<file path="config.mk">
export PLATFORM = sky130hd
export DESIGN_NAME = acr_control
export DESIGN_NICKNAME = d
export VERILOG_FILES = /design/src/design/acr_pkg.sv /design/src/design/acr_conv_seq.sv /design/src/design/acr_control.sv
export SDC_FILE = /design/constraint.sdc
export NUM_CORES = 1
export LEC_CHECK = 0
export ABC_AREA = 1
export BUFFER_PORTS_ARGS = -buffer_cell sky130_fd_sc_hd__buf_2
export CAP_MARGIN = 15
export CORE_MARGIN = 5
export CORE_UTILIZATION = 39
export CTS_CLUSTER_DIAMETER = 100
export DETAILED_ROUTE_END_ITERATION = 10
export PLACE_DENSITY = 0.78
export SYNTH_ARGS = -nofsm -noshare
export SYNTH_HDL_FRONTEND = slang
export SYNTH_SLANG_ARGS = --single-unit
export TNS_END_PERCENT = 5
</file>
<file path="constraint.sdc">
create_clock -name clock -period 1.31 [get_ports clock]
set_input_delay 0.262 -clock clock [delete_from_list [all_inputs] [get_ports clock]]
set_output_delay 0.262 -clock clock [all_outputs]
set_load 0.005 [all_outputs]
</file>
<file path="src/design/acr_pkg.sv">
// Package: register map, field positions, reset values and carriers for the converter control
package acr_pkg;

	// Register byte addresses (word aligned)
	localparam logic [7:0] CTRL0_ADDR     = 8'h00;
	localparam logic [7:0] CTRL1_ADDR     = 8'h04;
	localparam logic [7:0] PINEN_ADDR     = 8'h08;
	localparam logic [7:0] RESHIGH_ADDR   = 8'h0c;
	localparam logic [7:0] RESLOW_ADDR    = 8'h10;

	// Control zero field positions
	localparam int START_BIT  = 7;
	localparam int BUSY_BIT   = 6;
	localparam int PDOWN_BIT  = 5;
	localparam int ALIGN_BIT  = 4;
	localparam int CSEL1_BIT  = 1;
	localparam int CSEL0_BIT  = 0;
	// Control one field position
	localparam int CSELH_BIT  = 7;

	// Reset values
	localparam logic       START_RST  = 1'b0;
	localparam logic       BUSY_RST   = 1'b1;
	localparam logic       PDOWN_RST  = 1'b1;
	localparam logic       ALIGN_RST  = 1'b0;
	localparam logic [1:0] CSEL_RST   = 2'h0;
	localparam logic       CSELH_RST  = 1'b0;
	localparam logic [3:0] PINEN_RST  = 4'h0;
	localparam logic [11:0] RESULT_RST = 12'h000;

	// Conversion time of the modelled core in clock cycles
	localparam logic [5:0] CONV_CYCLES = 6'h10;

	// AXI4-Lite response codes
	localparam logic [1:0] RESP_OKAY   = 2'h0;
	localparam logic [1:0] RESP_SLVERR = 2'h2;

	// Register fields that steer the converter
	typedef struct packed {
		logic       powerDown;
		logic       alignRight;
		logic       channelHigh;
		logic [1:0] channelLow;
		logic [3:0] pinEnable;
	} acr_ctrl_s;

	// Converter core sequencing states
	typedef enum logic [1:0] {
		ACR_IDLE,
		ACR_RESET,
		ACR_CONVERT
	} acr_state_e;

endpackage : acr_pkg

</file>
<file path="src/design/acr_conv_seq.sv">
// Conversion sequencer: start handshake, busy flag, result capture
`timescale 1ns/100ps
module acr_conv_seq (
	input  wire logic          clock,
	input  wire logic          rstn,
	input  wire logic          startBit,
	input  wire logic          powerDown,
	input  wire logic [11:0]   coreResult,
	output logic               busy,
	output logic               coreReset,
	output logic               coreSample,
	output logic [11:0]        result
);

	acr_pkg::acr_state_e state;
	logic                startPrev;
	logic [5:0]          count;

	// Start bit history for edge detection
	always_ff @(posedge clock or negedge rstn) begin
		if (!rstn) begin
			startPrev <= acr_pkg::START_RST;
		end else begin
			startPrev <= startBit;
		end
	end

	// Sequence: rising start resets, falling start converts
	always_ff @(posedge clock or negedge rstn) begin
		if (!rstn) begin
			state      <= acr_pkg::ACR_IDLE;
			busy       <= acr_pkg::BUSY_RST;
			coreReset  <= 1'b0;
			coreSample <= 1'b0;
			count      <= 6'h00;
			result     <= acr_pkg::RESULT_RST;
		end else begin
			coreReset  <= 1'b0;
			coreSample <= 1'b0;
			if (startBit && !startPrev) begin
				state     <= acr_pkg::ACR_RESET; // RULE1
				busy      <= 1'b1; // RULE1
				coreReset <= 1'b1; // RULE1
			end else begin
				case (state)
					acr_pkg::ACR_IDLE: begin
						state <= acr_pkg::ACR_IDLE;
					end
					acr_pkg::ACR_RESET: begin
						// Conversion begins only once start is cleared again
						if (!startBit && !powerDown) begin // RULE2 RULE4
							state      <= acr_pkg::ACR_CONVERT;
							coreSample <= 1'b1;
							count      <= acr_pkg::CONV_CYCLES;
						end
					end
					acr_pkg::ACR_CONVERT: begin
						if (powerDown) begin
							state <= acr_pkg::ACR_RESET; // RULE4
						end else if (count == 6'h01) begin
							result <= coreResult; // RULE17
							busy   <= 1'b0; // RULE3 RULE17
							state  <= acr_pkg::ACR_IDLE;
						end else begin
							count <= count - 6'h01;
						end
					end
					default: begin
						state <= acr_pkg::ACR_IDLE;
					end
				endcase
			end
		end
	end

endmodule : acr_conv_seq

</file>
<file path="src/design/acr_control.sv">
// Converter control register block with AXI4-Lite slave and analog routing outputs
//
// The implementer's own choices: the address map and the AXI4-Lite interface to the registers.
`timescale 1ns/100ps

// Functional notes
// (RULE1) Start rising edge resets converter, sets busy
// (RULE2) Conversion starts when start falls again
// (RULE3) Busy flag reads high while converting only; here also high from reset and from the start rising edge
// (RULE4) Power-down bit switches converter off
// (RULE5) Software should power down before sleep
// (RULE6) Left alignment: MSB high bit7, LSB low bit4
// (RULE7) Right alignment: MSB high bit3, LSB low bit0
// (RULE8) Result is twelve bits over two bytes
// (RULE9) Unused data bits read zero
// (RULE10) Control zero bits 3..2 read zero
// (RULE11) Low select codes pick inputs 0..3
// (RULE12) Three select bits choose pin or reference
// (RULE13) High select bit routes internal reference
// (RULE14) Pin enable gives pin to converter
// (RULE15) Cleared enable keeps digital pin function
// (RULE16) Analog pins lose their pull-high
// (RULE17) Result loaded before busy clears
module acr_control (
	input  wire logic          clock,
	input  wire logic          rstn,
	// AXI4-Lite write address
	input  wire logic [7:0]    s_axi_awaddr,
	input  wire logic          s_axi_awvalid,
	output logic               s_axi_awready,
	// AXI4-Lite write data
	input  wire logic [31:0]   s_axi_wdata,
	input  wire logic [3:0]    s_axi_wstrb,
	input  wire logic          s_axi_wvalid,
	output logic               s_axi_wready,
	// AXI4-Lite write response
	output logic [1:0]         s_axi_bresp,
	output logic               s_axi_bvalid,
	input  wire logic          s_axi_bready,
	// AXI4-Lite read address
	input  wire logic [7:0]    s_axi_araddr,
	input  wire logic          s_axi_arvalid,
	output logic               s_axi_arready,
	// AXI4-Lite read data
	output logic [31:0]        s_axi_rdata,
	output logic [1:0]         s_axi_rresp,
	output logic               s_axi_rvalid,
	input  wire logic          s_axi_rready,
	// Analog core side
	input  wire logic [11:0]   coreResult,
	output logic               corePowerDown,
	output logic               coreReset,
	output logic               coreSample,
	output logic [3:0]         analogInputSelect,
	output logic               referenceSelect,
	output logic [3:0]         analogPinEnable,
	output logic [3:0]         pullHighDisable
);

	acr_pkg::acr_ctrl_s ctrl;
	logic               startBit;
	logic               busy;
	logic [11:0]        result;
	logic               seqReset;
	logic               seqSample;
	logic               awHeld;
	logic [7:0]         awAddr;
	logic               wHeld;
	logic [31:0]        wData;
	logic [3:0]         wStrb;
	logic               doWrite;
	logic               writeHit;
	logic [7:0]         resultHigh;
	logic [7:0]         resultLow;
	logic [7:0]         readByte;
	logic               readHit;
	logic [3:0]         next_analogInputSelect;

	// Conversion sequencing and result capture
	acr_conv_seq u_seq (
		.clock      (clock),
		.rstn       (rstn),
		.startBit   (startBit),
		.powerDown  (ctrl.powerDown),
		.coreResult (coreResult),
		.busy       (busy),
		.coreReset  (seqReset),
		.coreSample (seqSample),
		.result     (result)
	);

	// Write address channel: accept once, hold until response
	always_ff @(posedge clock or negedge rstn) begin
		if (!rstn) begin
			awHeld <= 1'b0;
			awAddr <= 8'h00;
		end else if (s_axi_awvalid && s_axi_awready) begin
			awHeld <= 1'b1;
			awAddr <= s_axi_awaddr;
		end else if (doWrite) begin
			awHeld <= 1'b0;
		end
	end

	// Write data channel: accept once, hold until response
	always_ff @(posedge clock or negedge rstn) begin
		if (!rstn) begin
			wHeld <= 1'b0;
			wData <= 32'h0000_0000;
			wStrb <= 4'h0;
		end else if (s_axi_wvalid && s_axi_wready) begin
			wHeld <= 1'b1;
			wData <= s_axi_wdata;
			wStrb <= s_axi_wstrb;
		end else if (doWrite) begin
			wHeld <= 1'b0;
		end
	end

	// Address ready is registered, low while an address is held or answered
	always_ff @(posedge clock or negedge rstn) begin
		if (!rstn) begin
			s_axi_awready <= 1'b0;
		end else begin
			s_axi_awready <= !awHeld && !(s_axi_awvalid && s_axi_awready)
				&& !s_axi_bvalid;
		end
	end

	// Data ready follows the same rule for the data channel
	always_ff @(posedge clock or negedge rstn) begin
		if (!rstn) begin
			s_axi_wready <= 1'b0;
		end else begin
			s_axi_wready <= !wHeld && !(s_axi_wvalid && s_axi_wready)
				&& !s_axi_bvalid;
		end
	end

	// Write commits once both halves are held and no answer is pending
	assign doWrite = awHeld && wHeld && !s_axi_bvalid;

	// Write address decode; unmapped offsets answer with an error
	always_comb begin
		writeHit = 1'b0;
		case (awAddr)
			acr_pkg::CTRL0_ADDR, acr_pkg::CTRL1_ADDR, acr_pkg::PINEN_ADDR: begin
				writeHit = 1'b1;
			end
			acr_pkg::RESHIGH_ADDR, acr_pkg::RESLOW_ADDR: begin
				writeHit = 1'b1; // Read-only: accepted, then dropped
			end
			default: begin
				writeHit = 1'b0;
			end
		endcase
	end

	// Write response
	always_ff @(posedge clock or negedge rstn) begin
		if (!rstn) begin
			s_axi_bvalid <= 1'b0;
			s_axi_bresp  <= acr_pkg::RESP_OKAY;
		end else if (doWrite) begin
			s_axi_bvalid <= 1'b1;
			s_axi_bresp  <= writeHit ? acr_pkg::RESP_OKAY : acr_pkg::RESP_SLVERR;
		end else if (s_axi_bready) begin
			s_axi_bvalid <= 1'b0;
		end
	end

	// Writable control fields; busy flag and result bytes ignore writes
	always_ff @(posedge clock or negedge rstn) begin
		if (!rstn) begin
			startBit          <= acr_pkg::START_RST;
			ctrl.powerDown    <= acr_pkg::PDOWN_RST;
			ctrl.alignRight   <= acr_pkg::ALIGN_RST;
			ctrl.channelLow   <= acr_pkg::CSEL_RST;
			ctrl.channelHigh  <= acr_pkg::CSELH_RST;
			ctrl.pinEnable    <= acr_pkg::PINEN_RST;
		end else if (doWrite && wStrb[0]) begin
			case (awAddr)
				acr_pkg::CTRL0_ADDR: begin
					startBit        <= wData[acr_pkg::START_BIT]; // RULE1 RULE2
					ctrl.powerDown  <= wData[acr_pkg::PDOWN_BIT]; // RULE4
					ctrl.alignRight <= wData[acr_pkg::ALIGN_BIT];
					ctrl.channelLow <= wData[acr_pkg::CSEL1_BIT:acr_pkg::CSEL0_BIT];
				end
				acr_pkg::CTRL1_ADDR: begin
					ctrl.channelHigh <= wData[acr_pkg::CSELH_BIT];
				end
				acr_pkg::PINEN_ADDR: begin
					ctrl.pinEnable <= wData[3:0];
				end
				default: begin
					ctrl.pinEnable <= ctrl.pinEnable;
				end
			endcase
		end
	end

	// Result byte layout by alignment
	always_comb begin
		if (ctrl.alignRight) begin
			resultHigh = {4'h0, result[11:8]}; // RULE7 RULE9
			resultLow  = result[7:0]; // RULE7
		end else begin
			resultHigh = result[11:4]; // RULE6 RULE8
			resultLow  = {result[3:0], 4'h0}; // RULE6 RULE9
		end
	end

	// Read decode; unimplemented bits return zero
	always_comb begin
		readHit  = 1'b1;
		readByte = 8'h00;
		case (s_axi_araddr)
			acr_pkg::CTRL0_ADDR: begin
				readByte = {startBit, busy, ctrl.powerDown, ctrl.alignRight,
					2'h0, ctrl.channelLow}; // RULE3 RULE10
			end
			acr_pkg::CTRL1_ADDR: begin
				readByte = {ctrl.channelHigh, 7'h00};
			end
			acr_pkg::PINEN_ADDR: begin
				readByte = {4'h0, ctrl.pinEnable};
			end
			acr_pkg::RESHIGH_ADDR: begin
				readByte = resultHigh; // RULE8
			end
			acr_pkg::RESLOW_ADDR: begin
				readByte = resultLow; // RULE8
			end
			default: begin
				readHit = 1'b0;
			end
		endcase
	end

	// Read channel: take address, answer next cycle, hold until rready
	always_ff @(posedge clock or negedge rstn) begin
		if (!rstn) begin
			s_axi_arready <= 1'b0;
			s_axi_rvalid  <= 1'b0;
			s_axi_rdata   <= 32'h0000_0000;
			s_axi_rresp   <= acr_pkg::RESP_OKAY;
		end else begin
			s_axi_arready <= !s_axi_rvalid && !(s_axi_arvalid && s_axi_arready);
			if (s_axi_arvalid && s_axi_arready) begin
				s_axi_rvalid <= 1'b1;
				s_axi_rdata  <= {24'h000000, readByte};
				s_axi_rresp  <= readHit ? acr_pkg::RESP_OKAY : acr_pkg::RESP_SLVERR;
			end else if (s_axi_rready) begin
				s_axi_rvalid <= 1'b0;
			end
		end
	end

	// Converter power and sequencing pulses, registered for clean outputs
	always_ff @(posedge clock or negedge rstn) begin
		if (!rstn) begin
			corePowerDown <= acr_pkg::PDOWN_RST;
			coreReset     <= 1'b0;
			coreSample    <= 1'b0;
		end else begin
			corePowerDown <= ctrl.powerDown; // RULE4
			coreReset     <= seqReset; // RULE1
			coreSample    <= seqSample; // RULE2
		end
	end

	// Input pin decode: one-hot, nothing while the reference is routed
	always_comb begin
		next_analogInputSelect = 4'h0;
		if (ctrl.channelHigh) begin
			next_analogInputSelect = 4'h0; // RULE13
		end else begin
			case (ctrl.channelLow)
				2'h0: begin
					next_analogInputSelect = 4'h1; // RULE11
				end
				2'h1: begin
					next_analogInputSelect = 4'h2; // RULE11
				end
				2'h2: begin
					next_analogInputSelect = 4'h4; // RULE11
				end
				2'h3: begin
					next_analogInputSelect = 4'h8; // RULE11
				end
				default: begin
					next_analogInputSelect = 4'h0;
				end
			endcase
		end
	end

	// Analog routing and pin hand-over, registered for clean outputs
	always_ff @(posedge clock or negedge rstn) begin
		if (!rstn) begin
			analogInputSelect <= 4'h0;
			referenceSelect   <= 1'b0;
			analogPinEnable   <= 4'h0;
			pullHighDisable   <= 4'h0;
		end else begin
			referenceSelect   <= ctrl.channelHigh; // RULE12 RULE13
			analogInputSelect <= next_analogInputSelect; // RULE11 RULE12
			analogPinEnable   <= ctrl.pinEnable; // RULE14 RULE15
			pullHighDisable   <= ctrl.pinEnable; // RULE16
		end
	end

endmodule : acr_control

</file>
==> impl_metrics.yaml <==
status:
  outcome: "finished, violations left"
  violations: "setup timing"
synth:
  syn_area_mm2: 0.00379
  yosys_warnings: 0
  postSynth.asyncResetShare: 1.00
  synth.ff_latch_count: 79
  synth_largest_area_cell: "dfrtp_1"
  synth-edff-count: 0
  yosys.area.top_type_share: 0.501
  synth_top_flop_cell: "dfrtp_1"
  yosysSeqAreaShare: 0.522
  synth.top_cells.by_area: "dfrtp_1, nand2_1, buf_4"
  syn_inst: 426
  synth.distinct_cells: 39
  syn_avg_cell_area_um2: 8.90
sta:
  setup_ws_ps: -65.5
  setup_viol: 23
  drv_slew: 0
  fin_hold_ws_ps: 85.4
  fin_skew_ps: 8.67
  fin_crit_ps: 1380
  clock.fmax_mhz: 727
  finalHoldViolCount: 0
  fin_setup_tns_ps: -936
  rsz0062_at_grt: "true"
  period_share: 1.05
power:
  finalPower_mw: 7.24
  switching_share: 0.333
  p_switching_mw: 2.41
  vdd_drop_max_uv: 1180
  power.internal_mw: 4.83
  p_clk_frac: 0.257
  p_comb_frac: 0.299
  p_leak_nw: 2.51
  p_per_area_mw_per_mm2: 1540
  pwr-share-seq: 0.445
floorplan:
  initial_core_util: 0.393
  die_w_um: 109
  die_y_um: 109
  dieArea_mm2: 0.0118
  rows: 36
  fp.coreArea_mm2: 0.00964
  io_pins: 128
global_routing:
  grt_start_max_net_pins: 28
  grt_usage: 0.145
  grt_first_pass_wirelength_mm: 13.4
  overflow: 0
  antenna_found_initial: 0
  grt_pass1_vias: 2928
clock_tree:
  cts.htree.levels: 3
  cts_buffers: 9
  clock_path_buffers: 2
  clkTransAtPathRegs_ps: 80
  root_buffer: "clkbuf_8"
  clock-sinks: 79
  cts_tree: "done"
  clock_latency_ps: 350
finish:
  drive_gt1_frac: 0.345
  antennaDiodeCount: 0
  fin_util: 0.488
  synthToLayoutAreaGrowth_pct: 24.0
  finalNetCount: 605
worst_setup_path:
  cp_data_required_time_ps: 1550
  arrival_ps: 1610
  max_stage_delay_ps: 380
  endpoint_kind: "register"
  crit_fanout: 7
  cp-start-kind: "register"
  reg2reg_from: "awAddr[6]"
  rrSetupSlack_ps: -70
  crit_type: "reg2reg"
  reg2reg_to: "ctrl[2]"
  endpoint: "ctrl[2]"
  cp_slowest_cell: "dfrtp_1"
  crit_chain: "inv_2 -> nand2_2 -> nor2_4 -> nand2_2 -> nor3_4 -> nand2_4 -> nand2_2 -> o21ai_2"
  startpoint: "awAddr[6]"
  cpMostUsedCell: "nand2_2"
  rr_worst_depth: 8
detailed_routing:
  drc_errors: 0
  ant_nets: 0
  via_per_inst: 4.56
  finalWirelength_mm: 8.40
  met2_length_mm: 3.92
  wl_met1_mm: 3.76
  dr.max_layer_used: "met4"
  wire_per_inst_um: 12.5
  drt_iter0_drc: 149
  dr_wl_met3_um: 655
  dr.pass1.iters: 5
  dr_total_vias: 3055
place:
  hpwlAfterDp_mm: 6.39
  gp_congestion: 0.860
  portBuffers: 73
  place_ws_ps: -108
min_path:
  hold_path_class: "in2reg"
job:
  maxCapViolations: 0
registers in the layout, summed over array words and instances (netlist names), 4 cells and up:
name / cells
u_seq.count: 6
analogInputSelect: 4
s_axi_rdata: 8
u_seq.result: 12
wData: 7
pullHighDisable: 4
ctrl: 9
awAddr: 8
cell families (layout without fill, tap and decap cells):
logic type	after synthesis	count (layout)	share of synthesized area
simple gates	182	183	0.226
buf+inv	95	180	0.133
mux	5	5	0.0148
fa+ha+maj	2	2	0.00660
other cells	1	26	0.000989
compound gates	62	62	0.0963
flops	79	79	0.522
power by group through the flow:
stage | Combinational, mW | Sequential, mW | Clock, mW
2_1_floorplan | 1.40 | 3.19 | 0
3_3_place_gp | 1.96 | 3.20 | 0
3_5_place_dp | 2.05 | 3.23 | 0
4_1_cts | 2.09 | 3.19 | 1.90
5_1_grt | 2.44 | 3.28 | 2.02
6_report | 2.16 | 3.22 | 1.86
Yosys cell counts (2+ instances only):
master / count
ha_1: 2
dfrtp_1: 76
nor2_1: 36
o21ai_1: 10
mux2_2: 5
or2_2: 2
o21ai_2: 5
dfstp_2: 3
a21oi_1: 16
nand3_1: 26
clkbuf_1: 4
buf_6: 2
a21oi_2: 7
nor2_4: 2
nand4_1: 8
nand2_2: 8
inv_1: 54
nand2_1: 83
buf_4: 30
nor2_2: 3
o21ai_0: 20
nor3_1: 6
buf_2: 2
cell usage in the layout, fill, tap and decap left out, types with 2 or more instances in the layout:
master,netlist,routed
o21ai_0,20,17
buf_2,2,72
clkbuf_8,0,11
or2_2,2,2
conb_1,1,26
o21ai_1,10,12
nand3_1,26,26
nand2_4,1,2
buf_12,1,2
nand2_2,8,15
dfstp_2,3,3
nand4_1,8,8
ha_1,2,2
o21ai_2,5,6
a21oi_1,16,16
buf_4,30,33
nor2_2,3,8
nor2_4,2,4
inv_2,1,3
inv_1,54,52
a21oi_2,7,7
clkinv_2,0,2
mux2_2,5,5
nand2_1,83,76
nor3_1,6,6
dfrtp_1,76,75
nor2_1,36,29
area by class of cell:
type	instances	area (um^2)
repair buffers	108	658
clock buffers	11	151
multi-input cells	278	1480
flip-flops and latches	79	1980
fillers	912	4940
clock inverters	5	56.3
well taps	133	166
inverters	56	210
per-layer routing:
| layer | vias to the layer above | global-route usage |
|---|---|---|
| li1 | 1514 | - |
| met1 | 1424 | 0.192 |
| met2 | 111 | 0.229 |
| met3 | 6 | 0.0397 |
| met4 | 0 | 0.0523 |
| met5 | - | 0 |
worst min-delay path by stage:
stage | startpoint | end | slack, ps | cells after the start
after floorplan | rstn | analogInputSelect[0] | -30 | 0
after global placement | rstn | pullHighDisable[2] | 170 | 1
after detailed placement | rstn | pullHighDisable[3] | 170 | 1
after CTS | s_axi_rready | s_axi_rvalid | 70 | 2
after global routing | s_axi_rready | s_axi_rvalid | 70 | 2
final | s_axi_rready | s_axi_rvalid | 90 | 2
repair_timing:
action,in CTS,in global routing
pin swaps,2,5
setup endpoints to repair,27,37
buffers inserted,0,2
hold buffers,1,0
hold endpoints to repair,18,0
gates resized for setup,6,20
cloned,0,1
worst max-delay path: cells and delay by family, from the launching register on:
family / cells / cell delay, ps
and+or+nand+nor: 6 / 770
DFF: 1 / 380
buffers and inverters: 1 / 60
AOI/OAI and AO/OA: 1 / 50
stage by stage:
step,std cells,area (um^2)
2_1_floorplan,451,3890
3_3_place_gp,650,4390
3_5_place_dp,650,4390
4_1_cts,667,4630
5_1_grt,670,4700
6_report,670,4700
No activity file was read; power rests on OpenSTA's default activity.
